### config.mk
export PLATFORM = sky130hd
export DESIGN_NAME = swt_stopwatch
export DESIGN_NICKNAME = d
export VERILOG_FILES = /design/src/core/swt_pkg.sv /design/src/core/swt_stopwatch.sv
export SDC_FILE = /design/constraint.sdc
export NUM_CORES = 1
export LEC_CHECK = 0
export BUFFER_PORTS_ARGS = -buffer_cell sky130_fd_sc_hd__clkbuf_2
export CORE_MARGIN = 2
export CORE_UTILIZATION = 55
export CTS_BUF_LIST = sky130_fd_sc_hd__clkbuf_2 sky130_fd_sc_hd__clkbuf_4 sky130_fd_sc_hd__clkbuf_8
export DETAILED_ROUTE_END_ITERATION = 8
export GPL_TIMING_DRIVEN = 0
export PLACE_DENSITY = 0.84
export SLEW_MARGIN = 20
export SYNTH_ARGS = -nofsm -noshare
export SYNTH_HDL_FRONTEND = slang
export SYNTH_SLANG_ARGS = --single-unit
### constraint.sdc
create_clock -name mclk_i -period 2 [get_ports mclk_i]
set_input_delay 0.1 -clock mclk_i [delete_from_list [all_inputs] [get_ports mclk_i]]
set_output_delay 0.1 -clock mclk_i [all_outputs]
set_load 0.01 [all_outputs]
### src/core/swt_pkg.sv
package swt_pkg;

  // ------------------------------------------------------------
  // Register map
  // ------------------------------------------------------------
  localparam logic [23:0] SWT_ADDR_PRIO = 24'h00ff20;
  localparam logic [23:0] SWT_ADDR_IEN = 24'h00ff22;
  localparam logic [23:0] SWT_ADDR_FLAG = 24'h00ff24;
  localparam logic [23:0] SWT_ADDR_CTRL = 24'h00ff42;
  localparam logic [23:0] SWT_ADDR_CNT = 24'h00ff43;

  // ------------------------------------------------------------
  // Field positions
  // ------------------------------------------------------------
  localparam int SWT_RUN_BIT = 0;
  localparam int SWT_CLR_BIT = 1;
  localparam int SWT_PRIO_LSB = 2;
  localparam int SWT_SRC_LSB = 4;

  // ------------------------------------------------------------
  // Reset values
  // ------------------------------------------------------------
  localparam logic [7:0] SWT_CNT_RST = 8'h00;
  localparam logic [1:0] SWT_PRIO_RST = 2'h0;
  localparam logic [2:0] SWT_SRC_RST = 3'h0;

  // ------------------------------------------------------------
  // Timing
  // ------------------------------------------------------------
  localparam int SWT_TICK_HZ = 256;
  localparam int SWT_CLK_HZ = 125000000;
  localparam int SWT_TICK_CYC = SWT_CLK_HZ / SWT_TICK_HZ;
  localparam logic [3:0] SWT_DIGIT_MAX = 4'h9;

  // ------------------------------------------------------------
  // Exception vectors (index 0: 1 Hz, 1: 10 Hz, 2: 100 Hz)
  // ------------------------------------------------------------
  localparam logic [23:0] SWT_VEC_100HZ = 24'h000016;
  localparam logic [23:0] SWT_VEC_10HZ = 24'h000018;
  localparam logic [23:0] SWT_VEC_1HZ = 24'h00001a;

endpackage

### src/core/swt_stopwatch.sv
// Chosen here: the address-and-strobe port.
`timescale 1ns/1ps
// Overview of operation
// - count register holds hundredths BCD in low nibble, tenths BCD in high nibble.
// - count register is read-only; writes leave the count unchanged.
// - initial reset clears both BCD digits.
// - writing one to clear-count resets both digits; zero does nothing; reads zero.
// - clear while running resumes from zero; clear while stopped holds zero.
// - run-control bit one counts up, zero stops; reads back its state.
// - stopped count is held until cleared; run resumes from the held value.
// - run-control bit resets to zero.
// - two-bit priority field gives levels 0 to 3 and resets to zero.
// - three enable bits gate 1 Hz, 10 Hz and 100 Hz sources; reset zero.
// - each flag sets on the falling edge of its 1, 10 or 100 Hz signal.
// - flags set regardless of enable bits and priority.
// - request raised when flag, enable set and priority above CPU mask level.
// - writing one clears a flag, zero leaves it; reads show the flag.
// - initial reset clears all three flags.
// - divider makes a 100 Hz tick from 256 Hz with 2/256 and 3/256 intervals.
// - tenths digit counts the hundredths carry, making a 1 Hz signal.
// - run changes take effect on the next 256 Hz falling edge; bit reads one until then.
// - 100 Hz, 10 Hz and 1 Hz interrupts use vectors 16h, 18h and 1ah.
module swt_stopwatch
  import swt_pkg::*;
#(
  parameter int TICK_CYC = SWT_TICK_CYC
)
(
  input wire logic mclk_i,
  input wire logic arst_n_i,
  input wire logic [23:0] addr_i,
  input wire logic [7:0] wdata_i,
  input wire logic wr_i,
  input wire logic rd_i,
  output logic [7:0] rdata_o,
  input wire logic [1:0] cpu_mask_level_i,
  output logic irq_o,
  output logic [1:0] irq_level_o,
  output logic [23:0] irq_vector_o
);

  // ------------------------------------------------------------
  // Declarations
  // ------------------------------------------------------------
  logic [$clog2(TICK_CYC)-1:0] pre_r;
  logic tick256;
  logic [2:0] fb_r;
  logic tick100;
  logic [3:0] hundredths_digit_r;
  logic [3:0] tenths_digit_r;
  logic run_control_bit_r;
  logic run_active_r;
  logic [1:0] chrono_priority_r;
  logic [2:0] src_enable_r;
  logic [2:0] src_flag_r;
  logic [2:0] src_event;
  logic [2:0] src_pend;
  logic wr_ctrl;
  logic wr_flag;
  logic carry10;
  logic carry1;
  logic [7:0] rdata_nxt;

  assign wr_ctrl = wr_i && (addr_i == SWT_ADDR_CTRL);
  assign wr_flag = wr_i && (addr_i == SWT_ADDR_FLAG);

  // ------------------------------------------------------------
  // Time base
  // ------------------------------------------------------------

  // Prescaler standing in for the falling edge of the 256 Hz signal.
  always_ff @(posedge mclk_i or negedge arst_n_i)
  begin
    if (!arst_n_i)
      pre_r <= '0;
    else if (pre_r == ($clog2(TICK_CYC))'(TICK_CYC - 1))
      pre_r <= '0;
    else
      pre_r <= pre_r + 1'b1;
  end

  assign tick256 = (pre_r == ($clog2(TICK_CYC))'(TICK_CYC - 1));

  // Feedback divider: 100 Hz tick every 2 or 3 ticks alternately.
  always_ff @(posedge mclk_i or negedge arst_n_i)
  begin
    if (!arst_n_i)
      fb_r <= 3'h0;
    else if (wr_ctrl && wdata_i[SWT_CLR_BIT])
      fb_r <= 3'h0;
    else if (tick256 && run_active_r)
    begin
      if (fb_r == 3'h4)
        fb_r <= 3'h0;
      else
        fb_r <= fb_r + 3'h1;
    end
  end

  // Five-tick cycle with pulses on phases 1 and 4: intervals of 2 then 3 ticks.
  assign tick100 = tick256 && run_active_r && (fb_r == 3'h1 || fb_r == 3'h4);

  // ------------------------------------------------------------
  // Run control
  // ------------------------------------------------------------

  // Software view of the run bit.
  always_ff @(posedge mclk_i or negedge arst_n_i)
  begin
    if (!arst_n_i)
      run_control_bit_r <= 1'b0;
    else if (wr_ctrl)
      run_control_bit_r <= wdata_i[SWT_RUN_BIT];
  end

  // Effective run state follows the request only on a 256 Hz edge.
  always_ff @(posedge mclk_i or negedge arst_n_i)
  begin
    if (!arst_n_i)
      run_active_r <= 1'b0;
    else if (tick256)
      run_active_r <= run_control_bit_r;
  end

  // ------------------------------------------------------------
  // BCD counters
  // ------------------------------------------------------------
  assign carry10 = tick100 && (hundredths_digit_r == SWT_DIGIT_MAX);
  assign carry1 = carry10 && (tenths_digit_r == SWT_DIGIT_MAX);

  // Hundredths digit counts the 100 Hz tick.
  always_ff @(posedge mclk_i or negedge arst_n_i)
  begin
    if (!arst_n_i)
      hundredths_digit_r <= SWT_CNT_RST[3:0];
    else if (wr_ctrl && wdata_i[SWT_CLR_BIT])
      hundredths_digit_r <= 4'h0;
    else if (carry10)
      hundredths_digit_r <= 4'h0;
    else if (tick100)
      hundredths_digit_r <= hundredths_digit_r + 4'h1;
  end

  // Tenths digit counts the hundredths carry.
  always_ff @(posedge mclk_i or negedge arst_n_i)
  begin
    if (!arst_n_i)
      tenths_digit_r <= SWT_CNT_RST[7:4];
    else if (wr_ctrl && wdata_i[SWT_CLR_BIT])
      tenths_digit_r <= 4'h0;
    else if (carry1)
      tenths_digit_r <= 4'h0;
    else if (carry10)
      tenths_digit_r <= tenths_digit_r + 4'h1;
  end

  // ------------------------------------------------------------
  // Interrupt control
  // ------------------------------------------------------------

  // Priority and enable registers.
  always_ff @(posedge mclk_i or negedge arst_n_i)
  begin
    if (!arst_n_i)
    begin
      chrono_priority_r <= SWT_PRIO_RST;
      src_enable_r <= SWT_SRC_RST;
    end
    else
    begin
      if (wr_i && addr_i == SWT_ADDR_PRIO)
        chrono_priority_r <= wdata_i[SWT_PRIO_LSB +: 2];
      if (wr_i && addr_i == SWT_ADDR_IEN)
        src_enable_r <= wdata_i[SWT_SRC_LSB +: 3];
    end
  end

  // Falling edges of 1 Hz, 10 Hz, 100 Hz signals: the two digit wraps and the 100 Hz tick.
  assign src_event = {tick100, carry10, carry1};

  // Sticky flags, one per source; a set wins over a same-cycle clear.
  genvar gi;
  generate
    for (gi = 0; gi < 3; gi++)
    begin : g_flag
      always_ff @(posedge mclk_i or negedge arst_n_i)
      begin
        if (!arst_n_i)
          src_flag_r[gi] <= 1'b0;
        else if (src_event[gi])
          src_flag_r[gi] <= 1'b1;
        else if (wr_flag && wdata_i[SWT_SRC_LSB + gi])
          src_flag_r[gi] <= 1'b0;
      end
    end
  endgenerate

  assign src_pend = src_flag_r & src_enable_r;

  // Request when any enabled flag and priority beats the mask.
  assign irq_o = (|src_pend) && (chrono_priority_r > cpu_mask_level_i);
  assign irq_level_o = chrono_priority_r;

  // Highest-rate pending source selects the vector.
  always_comb
  begin
    if (src_pend[2])
      irq_vector_o = SWT_VEC_100HZ;
    else if (src_pend[1])
      irq_vector_o = SWT_VEC_10HZ;
    else
      irq_vector_o = SWT_VEC_1HZ;
  end

  // ------------------------------------------------------------
  // Read path
  // ------------------------------------------------------------
  always_comb
  begin
    rdata_nxt = 8'h00;
    case (addr_i)
      SWT_ADDR_PRIO: rdata_nxt = {4'h0, chrono_priority_r, 2'h0};
      SWT_ADDR_IEN: rdata_nxt = {1'b0, src_enable_r, 4'h0};
      SWT_ADDR_FLAG: rdata_nxt = {1'b0, src_flag_r, 4'h0};
      SWT_ADDR_CTRL: rdata_nxt = {7'h00, run_control_bit_r | run_active_r};
      SWT_ADDR_CNT: rdata_nxt = {tenths_digit_r, hundredths_digit_r};
      default: rdata_nxt = 8'h00;
    endcase
  end

  // Read data stand one cycle after the strobe and only then.
  always_ff @(posedge mclk_i or negedge arst_n_i)
  begin
    if (!arst_n_i)
      rdata_o <= 8'h00;
    else if (rd_i)
      rdata_o <= rdata_nxt;
    else
      rdata_o <= 8'h00;
  end

  // Assertion helper: run ticks since the last 100 Hz tick, and whether the last
  // interval was the long one, so the alternation is checked apart from the divider.
  logic [1:0] gap_r;
  logic last_long_r;

  always_ff @(posedge mclk_i or negedge arst_n_i)
  begin
    if (!arst_n_i)
    begin
      gap_r <= 2'h0;
      last_long_r <= 1'b1;
    end
    else if (wr_ctrl && wdata_i[SWT_CLR_BIT])
    begin
      gap_r <= 2'h0;
      last_long_r <= 1'b1;
    end
    else if (tick100)
    begin
      gap_r <= 2'h0;
      last_long_r <= (gap_r == 2'h2);
    end
    else if (tick256 && run_active_r)
      gap_r <= gap_r + 2'h1;
  end
endmodule

==> impl_metrics.yaml, run 1 <==
min_path:
  whs_path_depth: 2
  hold_class: "primary input to register"
sta:
  finalHoldViolations: 0
  fmax_mhz: 505.9
  period_needed_ns: 1.977
  hold_ws_ns: 0.03029
  drv_slew: 0
  worst_pin_slew_ns: 0.6727
  worst_clock_skew_ns: 0.008495
  setup_viol: 0
  maxSlewHeadroom_pct: 54.99
  finalCritPeriodShare_pct: 98.84
  fin_setup_tns_ns: 0
  layout_setup_ws_ns: 0.02319
  rsz0062_at_grt: "yes"
outcome:
  outcome: "finished, final reports clean"
pwr:
  vdd_drop_max_v: 0.0002770
  power_leakage_nw: 1.705
  p_per_area_nw_per_um2: 486.0
die:
  initial_core_util_pct: 57.23
  coreArea_um2: 5140
  pin_count: 73
  std_cell_rows: 26
  dieArea_um2: 5949
  die_h_um: 77.13
  die_w_um: 77.13
synthesis:
  muxShareOfSynthArea_pct: 3.658
  ys_seq_elements: 48
  yosys.area_share.adder_pct: 4.679
  synth_most_common_cell: "dfrtp_1"
  synth-xor-area-share_pct: 4.168
  synth_async_sr_flop_share_pct: 100.0
  synth_cells: 318
  synthSimpleGateAreaFrac_pct: 29.56
  netlist_area_um2: 2942
  yosys-top-cells-area: "dfrtp_1 41%, buf_4 5.4%, ha_1 4.7%"
  synth_top_area_cell: "dfrtp_1"
  synth_edf_count: 0
  synth_compound_area_share_pct: 8.635
  synth_top_family_by_area: "simple AND/OR/NAND/NOR gates"
  ys_seq_area_share_pct: 40.83
  synthFlopType: "dfrtp_1"
  ys_types: 47
  netlist.area_leader.share_pct: 40.83
  avgSynthCellArea_um2: 9.250
  ys_top_cells_by_count: "48 x dfrtp_1, 26 x nor2_1, 22 x nand4_1"
  yosys_warnings: 0
global_route:
  grt_pass1_wl_um: 10990
  antenna_found_initial: 0
  grt_start_max_net_pins: 49
  grtUsageTotal_pct: 22.49
  overflow: 0
  grt_pass1_vias: 2433
worst_setup_path:
  cp_max_fo: 5
  crit_type: "register to register"
  arrival_ns: 2.21
  worstPathRequired_ns: 2.23
  r2r_cells: 6
  startpoint_type: "register"
  cp-end-kind: "register"
clock_tree:
  cts_sinks: 48
  clock_tree.root_cell: "clkbuf_8"
  cts_made_buffers: 5
  cts_tree: "yes"
  clk_latency_ns: 0.30
  cts_htree_levels: 2
  path_clk_slew_ns: 0.08
  clockBufferDepth: 2
drt:
  vias: 2676
  drcViolationCount: 0
  ant_nets: 0
  drt_iter0_drc: 265
  wl_um: 6620
  drt-vias-per-instance: 5.694
  wire_per_inst_um: 14.09
  dr.pass1.iters: 5
cells_and_area:
  fillers: 419
  finalNetCount: 448
  drive_above_1_share_pct: 28.50
  n_antenna_cell: 0
  areaGrowthSynthToFinish_pct: 20.71
placed_design:
  dp_hpwl_um: 4991
  port-buffer-count: 50
  gp_congestion: 0.8350
  pre_cts_ws_ns: -0.08272
flow_run:
  maxCapViolCount: 0
==> metrics by stage <==
stage	power (mW)	utilization, %	instances	area, µm²
6_report	1.726	69.08	470	3551
4_1_cts	1.737	67.67	466	3478
2_1_floorplan	1.062	-	337	3013
5_1_grt	1.802	69.08	470	3551
3_5_place_dp	1.129	65.24	457	3353
3_3_place_gp	1.125	65.19	457	3351
==> where the power goes <==
group	switching (mW)	internal, mW
clock	0.303	0.309
sequential	0.000000737	0.969
combinational	0.0781	0.0654
total	0.382	1.34
==> registers in the layout, indices dropped and copies added (netlist names) <==
signal / count
pre_r: 19
rdata_o: 8
hundredths_digit_r: 4
tenths_digit_r: 4
fb_r: 3
src_enable_r: 3
src_flag_r: 3
irq_level_o: 2
run_active_r: 1
run_control_bit_r: 1
==> kinds of logic (layout without fill, tap and decap cells) <==
group           count (synthesis)  in the layout
mux                            10             10
xor+xnor                       14             14
other cells                     2             21
buf+inv                        43            106
fa+ha+maj                      11             11
flops                          48             48
simple gates                  147            147
compound gates                 43             43
==> critical path, stage by stage, from the launching register on <==
cell and delay (ns):
dfrtp_1 0.42, buf_4 0.14, ha_2 0.19, mux2i_4 0.09, or4_4 0.51, or4_4 0.43
a21oi_2 0.14
==> final timing paths <==
path	from	to	slack, ns
max	fb_r[0]	tenths_digit_r[0]	0.02
min reg2reg	pre_r[0]	pre_r[0]	0.47
min	wdata_i[0]	run_control_bit_r	0.03
min in group asynchronous	arst_n_i	pre_r[10]	0.39
max in group asynchronous	arst_n_i	pre_r[0]	1.14
max reg2reg	fb_r[0]	tenths_digit_r[0]	0.02
==> placed cells by master, fill, tap and decap left out, types with 4 or more instances in the layout <==
cell type / synthesis / routed
inv_1: 15 / 12
nor4_1: 7 / 6
nor2_1: 26 / 26
nand4_1: 22 / 22
conb_1: 2 / 21
nand2_1: 12 / 12
a21oi_1: 12 / 10
mux2_2: 6 / 6
dfrtp_1: 48 / 47
and3_1: 12 / 12
xnor2_1: 10 / 10
or4_1: 7 / 6
clkbuf_2: 0 / 51
nor3_1: 13 / 13
ha_1: 11 / 8
o21ai_0: 17 / 17
xor2_1: 4 / 4
buf_4: 21 / 26
clkbuf_8: 0 / 6
nor2b_1: 5 / 5
nand3_1: 18 / 18
==> layer usage <==
| metal | track usage [%] | wire length (µm) | vias up | part of all wire, % |
|---|---|---|---|---|
| li1 | - | - | 1290 | - |
| met1 | 29.30 | 2800 | 1281 | 42 |
| met2 | 37.39 | 3287 | 86 | 50 |
| met3 | 3.412 | 355 | 19 | 5.4 |
| met4 | 9.286 | 177 | 0 | 2.7 |
| met5 | 0 | 0 | - | 0 |
==> final cells by class <==
class / count / area (µm²) / area share (%)
multi-input cells: 246 / 1623 / 45.70
flip-flops and latches: 48 / 1202 / 33.86
repair buffers: 56 / 300.3 / 8.457
plain buffers: 27 / 183.9 / 5.180
clock buffers: 8 / 97.59 / 2.748
well taps: 70 / 87.58 / 2.467
inverters: 15 / 56.30 / 1.586
==> timing repair <==
item	CTS	global route
buffers inserted	0	5
setup endpoints to repair	16	25
hold buffers	1	0
pin swaps	1	3
endpoints found under the hold margin	48	0
gates resized for setup	4	14
No activity file was read; power rests on OpenSTA's default activity.
==> run 2: changes to the inputs <==
--- a/config.mk
+++ b/config.mk
@@ -7,11 +7,10 @@
 export LEC_CHECK = 0
 export BUFFER_PORTS_ARGS = -buffer_cell sky130_fd_sc_hd__clkbuf_2
 export CORE_MARGIN = 2
-export CORE_UTILIZATION = 55
-export CTS_BUF_LIST = sky130_fd_sc_hd__clkbuf_2 sky130_fd_sc_hd__clkbuf_4 sky130_fd_sc_hd__clkbuf_8
+export CORE_UTILIZATION = 54
 export DETAILED_ROUTE_END_ITERATION = 8
 export GPL_TIMING_DRIVEN = 0
-export PLACE_DENSITY = 0.84
+export PLACE_DENSITY = 0.83
 export SLEW_MARGIN = 20
 export SYNTH_ARGS = -nofsm -noshare
 export SYNTH_HDL_FRONTEND = slang
==> run 2 against run 1 <==
- clock-buffer cell count down 2
- clock power shrank 3%
- sequential cell count unchanged
- via count shrank 1.3%
- first-iteration DRC count decreased by 24%
- fmax increased by 2.6%
- global-route usage increased by 1.4 points
- clock skew up 0.0069 ns
- utilization shrank 0.46 points
==> impl_metrics.yaml, run 2 (synthesis gave the netlist of run 1 again) <==
worst_setup_path:
  startpoint: "pre_r[10]"
  startpoint_type: "register"
  r2r_cells: 5
  worstPathRequired_ns: 2.22
  rr_endpoint: "hundredths_digit_r[1]"
  cp_max_fo: 7
  regToRegStartpoint: "pre_r[10]"
  critical_path.endpoint: "hundredths_digit_r[1]"
  r2r_setup_slack_ns: 0.07
  crit_type: "register to register"
  cp-end-kind: "register"
  arrival_ns: 2.15
global_route:
  grtUsageTotal_pct: 23.91
  grt_start_max_net_pins: 49
  antenna_found_initial: 0
  grt_pass1_wl_um: 11670
  grt_pass1_vias: 2583
  overflow: 0
drt:
  wire_per_inst_um: 14.31
  drt-vias-per-instance: 5.617
  drcViolationCount: 0
  ant_nets: 0
  wl_um: 6724
  drt_iter0_drc: 201
  vias: 2640
  dr.pass1.iters: 5
flow_run:
  maxCapViolCount: 0
outcome:
  outcome: "finished, final reports clean"
cells_and_area:
  mostFrequentLayoutCells: "51 x clkbuf_2, 45 x dfrtp_1, 26 x nor2_1, 26 x buf_4, 22 x nand4_1"
  fillers: 434
  finalNetCount: 448
  layout.cells.non_filler: 470
  largestRegisters: "pre_r: 19 flops, rdata_o: 8 flops"
  drive_above_1_share_pct: 28.00
  largest_register_ffs: 19
  n_antenna_cell: 0
  final_common_cell: "clkbuf_2"
  fin_area_um2: 3550
  areaGrowthSynthToFinish_pct: 20.67
  final_util_pct: 68.63
  top_register: "pre_r"
clock_tree:
  cts_htree_levels: 2
  cts_made_buffers: 5
  path_clk_slew_ns: 0.09
  clock_tree.root_cell: "clkbuf_8"
  clk_latency_ns: 0.30
  clockBufferDepth: 2
  cts_sinks: 48
  cts_tree: "yes"
sta:
  hold_ws_ns: 0.04671
  layout_setup_ws_ns: 0.07265
  drv_slew: 0
  worst_clock_skew_ns: 0.01537
  finalHoldViolations: 0
  fmax_mhz: 518.8
  fin_setup_tns_ns: 0
  worst_pin_slew_ns: 0.6469
  maxSlewHeadroom_pct: 56.87
  finalCritPeriodShare_pct: 96.37
  setup_viol: 0
  period_needed_ns: 1.927
placed_design:
  dp_hpwl_um: 4969
  pre_cts_ws_ns: -0.05873
  placed_area_um2: 3353
  dpl.cell_count: 457
  gp_congestion: 0.8556
  port-buffer-count: 50
min_path:
  hold_class: "primary input to register"
die:
  die_w_um: 77.81
  dieArea_um2: 6054
  die_h_um: 77.81
  std_cell_rows: 26
  coreArea_um2: 5172
  initial_core_util_pct: 56.87
  pin_count: 73
pwr:
  p_per_area_nw_per_um2: 481.1
  vdd_drop_max_v: 0.0004077
  power_leakage_nw: 1.705
  finalPower_mw: 1.708
-- run 2: cell count changes in the layout (fill, tap and decap cells not counted), sizes merged --
cell and delta:
clkbuf -2, clkinv +2
-- run 2: timing repair --
item / in CTS / in global routing
pin swaps: 0 / 4
hold buffers: 1 / 0
buffers inserted: 2 / 3
gates cloned: 0 / 0
gates resized for setup: 3 / 14
hold endpoints to repair: 48 / 0
endpoints found under the setup margin: 15 / 24
-- run 2: worst min-delay path by stage --
| stage | from | end | slack [ns] | cells past startpoint |
|---|---|---|---|---|
| after floorplan | arst_n_i | fb_r[0] | -0.20 | 0 |
| after global placement | wdata_i[2] | irq_level_o[0] | 0.34 | 2 |
| after detailed placement | arst_n_i | irq_level_o[0] | 0.19 | 1 |
| after global routing | wdata_i[3] | irq_level_o[1] | 0.03 | 2 |
| after CTS | wdata_i[2] | irq_level_o[0] | 0.03 | 2 |
| final | wdata_i[3] | irq_level_o[1] | 0.05 | 2 |
-- run 2: metal layers --
layer	GRT usage (%)	share of wire [%]	vias up
met5	0	0	-
met4	7.143	1.0	0
met3	4.651	5.0	6
met2	40.00	50	82
met1	31.44	44	1262
li1	-	-	1290
-- run 2: area by class of cell --
class | instances | area, µm² | share of cell area [%]
inverters | 15 | 56.30 | 1.586
clock buffers | 6 | 82.58 | 2.326
clock inverters | 2 | 10.01 | 0.2820
well taps | 70 | 87.58 | 2.467
plain buffers | 27 | 183.9 | 5.182
multi-input cells | 246 | 1624 | 45.75
repair buffers | 56 | 300.3 | 8.460
flip-flops and latches | 48 | 1205 | 33.94
-- run 2: worst max-delay path: stages, from the launching register on --
cell,delay [ns]
dfrtp_1,0.44
nor4b_1,0.43
nand4_1,0.14
buf_4,0.18
or4_1,0.49
a21oi_1,0.16
-- run 2: power by group --
part / internal [mW] / switching, mW
Combinational: 0.0653 / 0.0781
Sequential: 0.970 / 0.000000718
Clock: 0.276 / 0.318
==> run 3: changes to the inputs <==
--- a/config.mk
+++ b/config.mk
@@ -7,10 +7,10 @@
 export LEC_CHECK = 0
 export BUFFER_PORTS_ARGS = -buffer_cell sky130_fd_sc_hd__clkbuf_2
 export CORE_MARGIN = 2
-export CORE_UTILIZATION = 54
+export CORE_UTILIZATION = 40
 export DETAILED_ROUTE_END_ITERATION = 8
 export GPL_TIMING_DRIVEN = 0
-export PLACE_DENSITY = 0.83
+export PLACE_DENSITY = 0.65
 export SLEW_MARGIN = 20
 export SYNTH_ARGS = -nofsm -noshare
 export SYNTH_HDL_FRONTEND = slang
==> run 3 against run 2 <==
- combinational power is essentially flat
- first-iteration DRC count shrank 59%
- total power shrank 4.4%
- largest cell class unchanged
- highest routed layer unchanged
==> impl_metrics.yaml, run 3 (synthesis gave the netlist of run 1 again) <==
outcome:
  outcome: "finished, final reports clean"
cells_and_area:
  layout.cells.non_filler: 499
  areaGrowthSynthToFinish_pct: 21.23
  fin_area_um2: 3566
  n_antenna_cell: 0
  top_register: "pre_r"
  drive_above_1_share_pct: 27.00
  finalNetCount: 451
  final_common_cell: "clkbuf_2"
  mostFrequentLayoutCells: "51 x clkbuf_2, 48 x dfrtp_1, 29 x buf_4"
  largest_register_ffs: 19
  largestRegisters: "pre_r: 19 flops, rdata_o: 8 flops"
sta:
  worst_pin_slew_ns: 0.6866
  hold_ws_ns: 0.03788
  fin_setup_tns_ns: 0
  worst_clock_skew_ns: 0.007262
  finalCritPeriodShare_pct: 96.54
  finalHoldViolations: 0
  fmax_mhz: 517.9
  drv_slew: 0
  rsz0062_at_grt: "yes"
  period_needed_ns: 1.931
  maxSlewHeadroom_pct: 54.05
  setup_viol: 0
placed_design:
  dpl.cell_count: 486
  port-buffer-count: 50
  dp_hpwl_um: 5096
  gp_congestion: 0.8779
  placed_area_um2: 3390
pwr:
  switchingPower_mw: 0.3727
  switching_share_pct: 22.82
  p_per_area_nw_per_um2: 458.1
  pwr-share-seq_pct: 59.3
  power_leakage_nw: 1.710
  p_clk_share_pct: 31.9
  p_comb_share_pct: 8.7
  vdd_drop_max_v: 0.0002804
  p_int_mw: 1.261
worst_setup_path:
  critical-path-top-delay-family: "simple AND/OR/NAND/NOR gates"
  crit_type: "register to register"
  cpMostUsedCell: "or4_4"
  cp-end-kind: "register"
  r2r_cells: 6
  critPathMaxStageDelay_ns: 0.53
  slowest_stage: "or4_4"
  r2r_setup_slack_ns: 0.07
  regToRegStartpoint: "hundredths_digit_r[1]"
  critPathBufInv: 1
  startpoint_type: "register"
  cp_max_fo: 4
  rr_endpoint: "tenths_digit_r[0]"
  crit_chain: "inv_1 > ha_1 > nand4b_1 > or4_4 > or4_4 > a21oi_2"
  worstPathRequired_ns: 2.23
  arrival_ns: 2.16
clock_tree:
  cts_tree: "yes"
  clockBufferDepth: 2
  clk_latency_ns: 0.30
  path_clk_slew_ns: 0.08
  cts_sinks: 48
  cts_htree_levels: 2
  clock_tree.root_cell: "clkbuf_8"
  cts_made_buffers: 5
drt:
  drt-vias-per-instance: 5.158
  ant_nets: 0
  drcViolationCount: 0
  wire_per_inst_um: 13.37
  dr.pass1.iters: 4
  wl_um: 6670
  drt_iter0_drc: 83
  vias: 2574
global_route:
  antenna_found_initial: 0
  grt_pass1_vias: 2417
  grtUsageTotal_pct: 16.62
  grt_start_max_net_pins: 49
  grt_pass1_wl_um: 11110
  overflow: 0
die:
  pin_count: 73
  die_w_um: 89.76
  die_h_um: 89.76
  coreArea_um2: 7176
  dieArea_um2: 8056
  initial_core_util_pct: 40.99
  std_cell_rows: 31
min_path:
  min-delay-start: "wdata_i[2]"
  hold-path-endpoint: "irq_level_o[0]"
  whs_path_depth: 2
  hold_class: "primary input to register"
flow_run:
  maxCapViolCount: 0
[run 3: changes by cell type in the layout (fill, tap and decap cells not counted), moves of 2 or more]
cell,before,now
clkinv_2,2,0
buf_4,26,29
dfrtp_2,3,0
dfrtp_1,45,48
[run 3: final cells by class]
type | instances | area, µm²
clock buffers | 5 | 68.82
plain buffers | 27 | 183.9
well taps | 99 | 123.9
fillers | 717 | 3610
inverters | 15 | 56.30
repair buffers | 59 | 322.8
multi-input cells | 246 | 1609
flip-flops and latches | 48 | 1201
[run 3: how the worst max path moves through the flow]
stage	start	end	slack [ns]	cells past startpoint
after floorplan	fb_r[0]	tenths_digit_r[0]	0.15	6
after global placement	fb_r[0]	tenths_digit_r[2]	-0.04	6
after detailed placement	pre_r[10]	pre_r[8]	-0.12	5
after CTS	pre_r[10]	hundredths_digit_r[0]	0.01	4
after global routing	hundredths_digit_r[1]	tenths_digit_r[0]	-0.05	6
final	hundredths_digit_r[1]	tenths_digit_r[0]	0.07	6
[run 3: power by group through the flow]
stage / clock network, mW / registers (mW) / logic [mW]
floorplan: 0 / 0.989 / 0.0725
global placement: 0 / 0.989 / 0.138
detailed placement: 0 / 0.989 / 0.141
CTS: 0.541 / 0.969 / 0.143
global route: 0.584 / 0.970 / 0.161
finish: 0.521 / 0.969 / 0.143
[run 3: what timing repair did]
action                                 CTS  global route
hold buffers                             1             0
endpoints found under the hold margin   48             0
setup buffers                            0             8
resized for setup                        2             9
pin swaps                                1             5
setup endpoints to repair               13            26
[run 3: metrics by stage]
stage | util [%] | total power [mW] | setup WS [ns]
after global placement | 47.20 | 1.127 | -0.03753
after detailed placement | 47.24 | 1.130 | -0.1167
after global routing | 49.69 | 1.715 | -0.04767
after floorplan | - | 1.062 | 0.1462
final | 49.69 | 1.633 | 0.06926
after CTS | 48.40 | 1.653 | 0.01100
[run 3: metal layers]
metal | GRT usage (%) | wire [µm] | vias to the layer above
met3 | 3.772 | 254 | 15
met4 | 6.667 | 145 | 0
met5 | 0 | 0 | -
met1 | 21.81 | 3075 | 1230
li1 | - | - | 1289
met2 | 26.77 | 3194 | 40
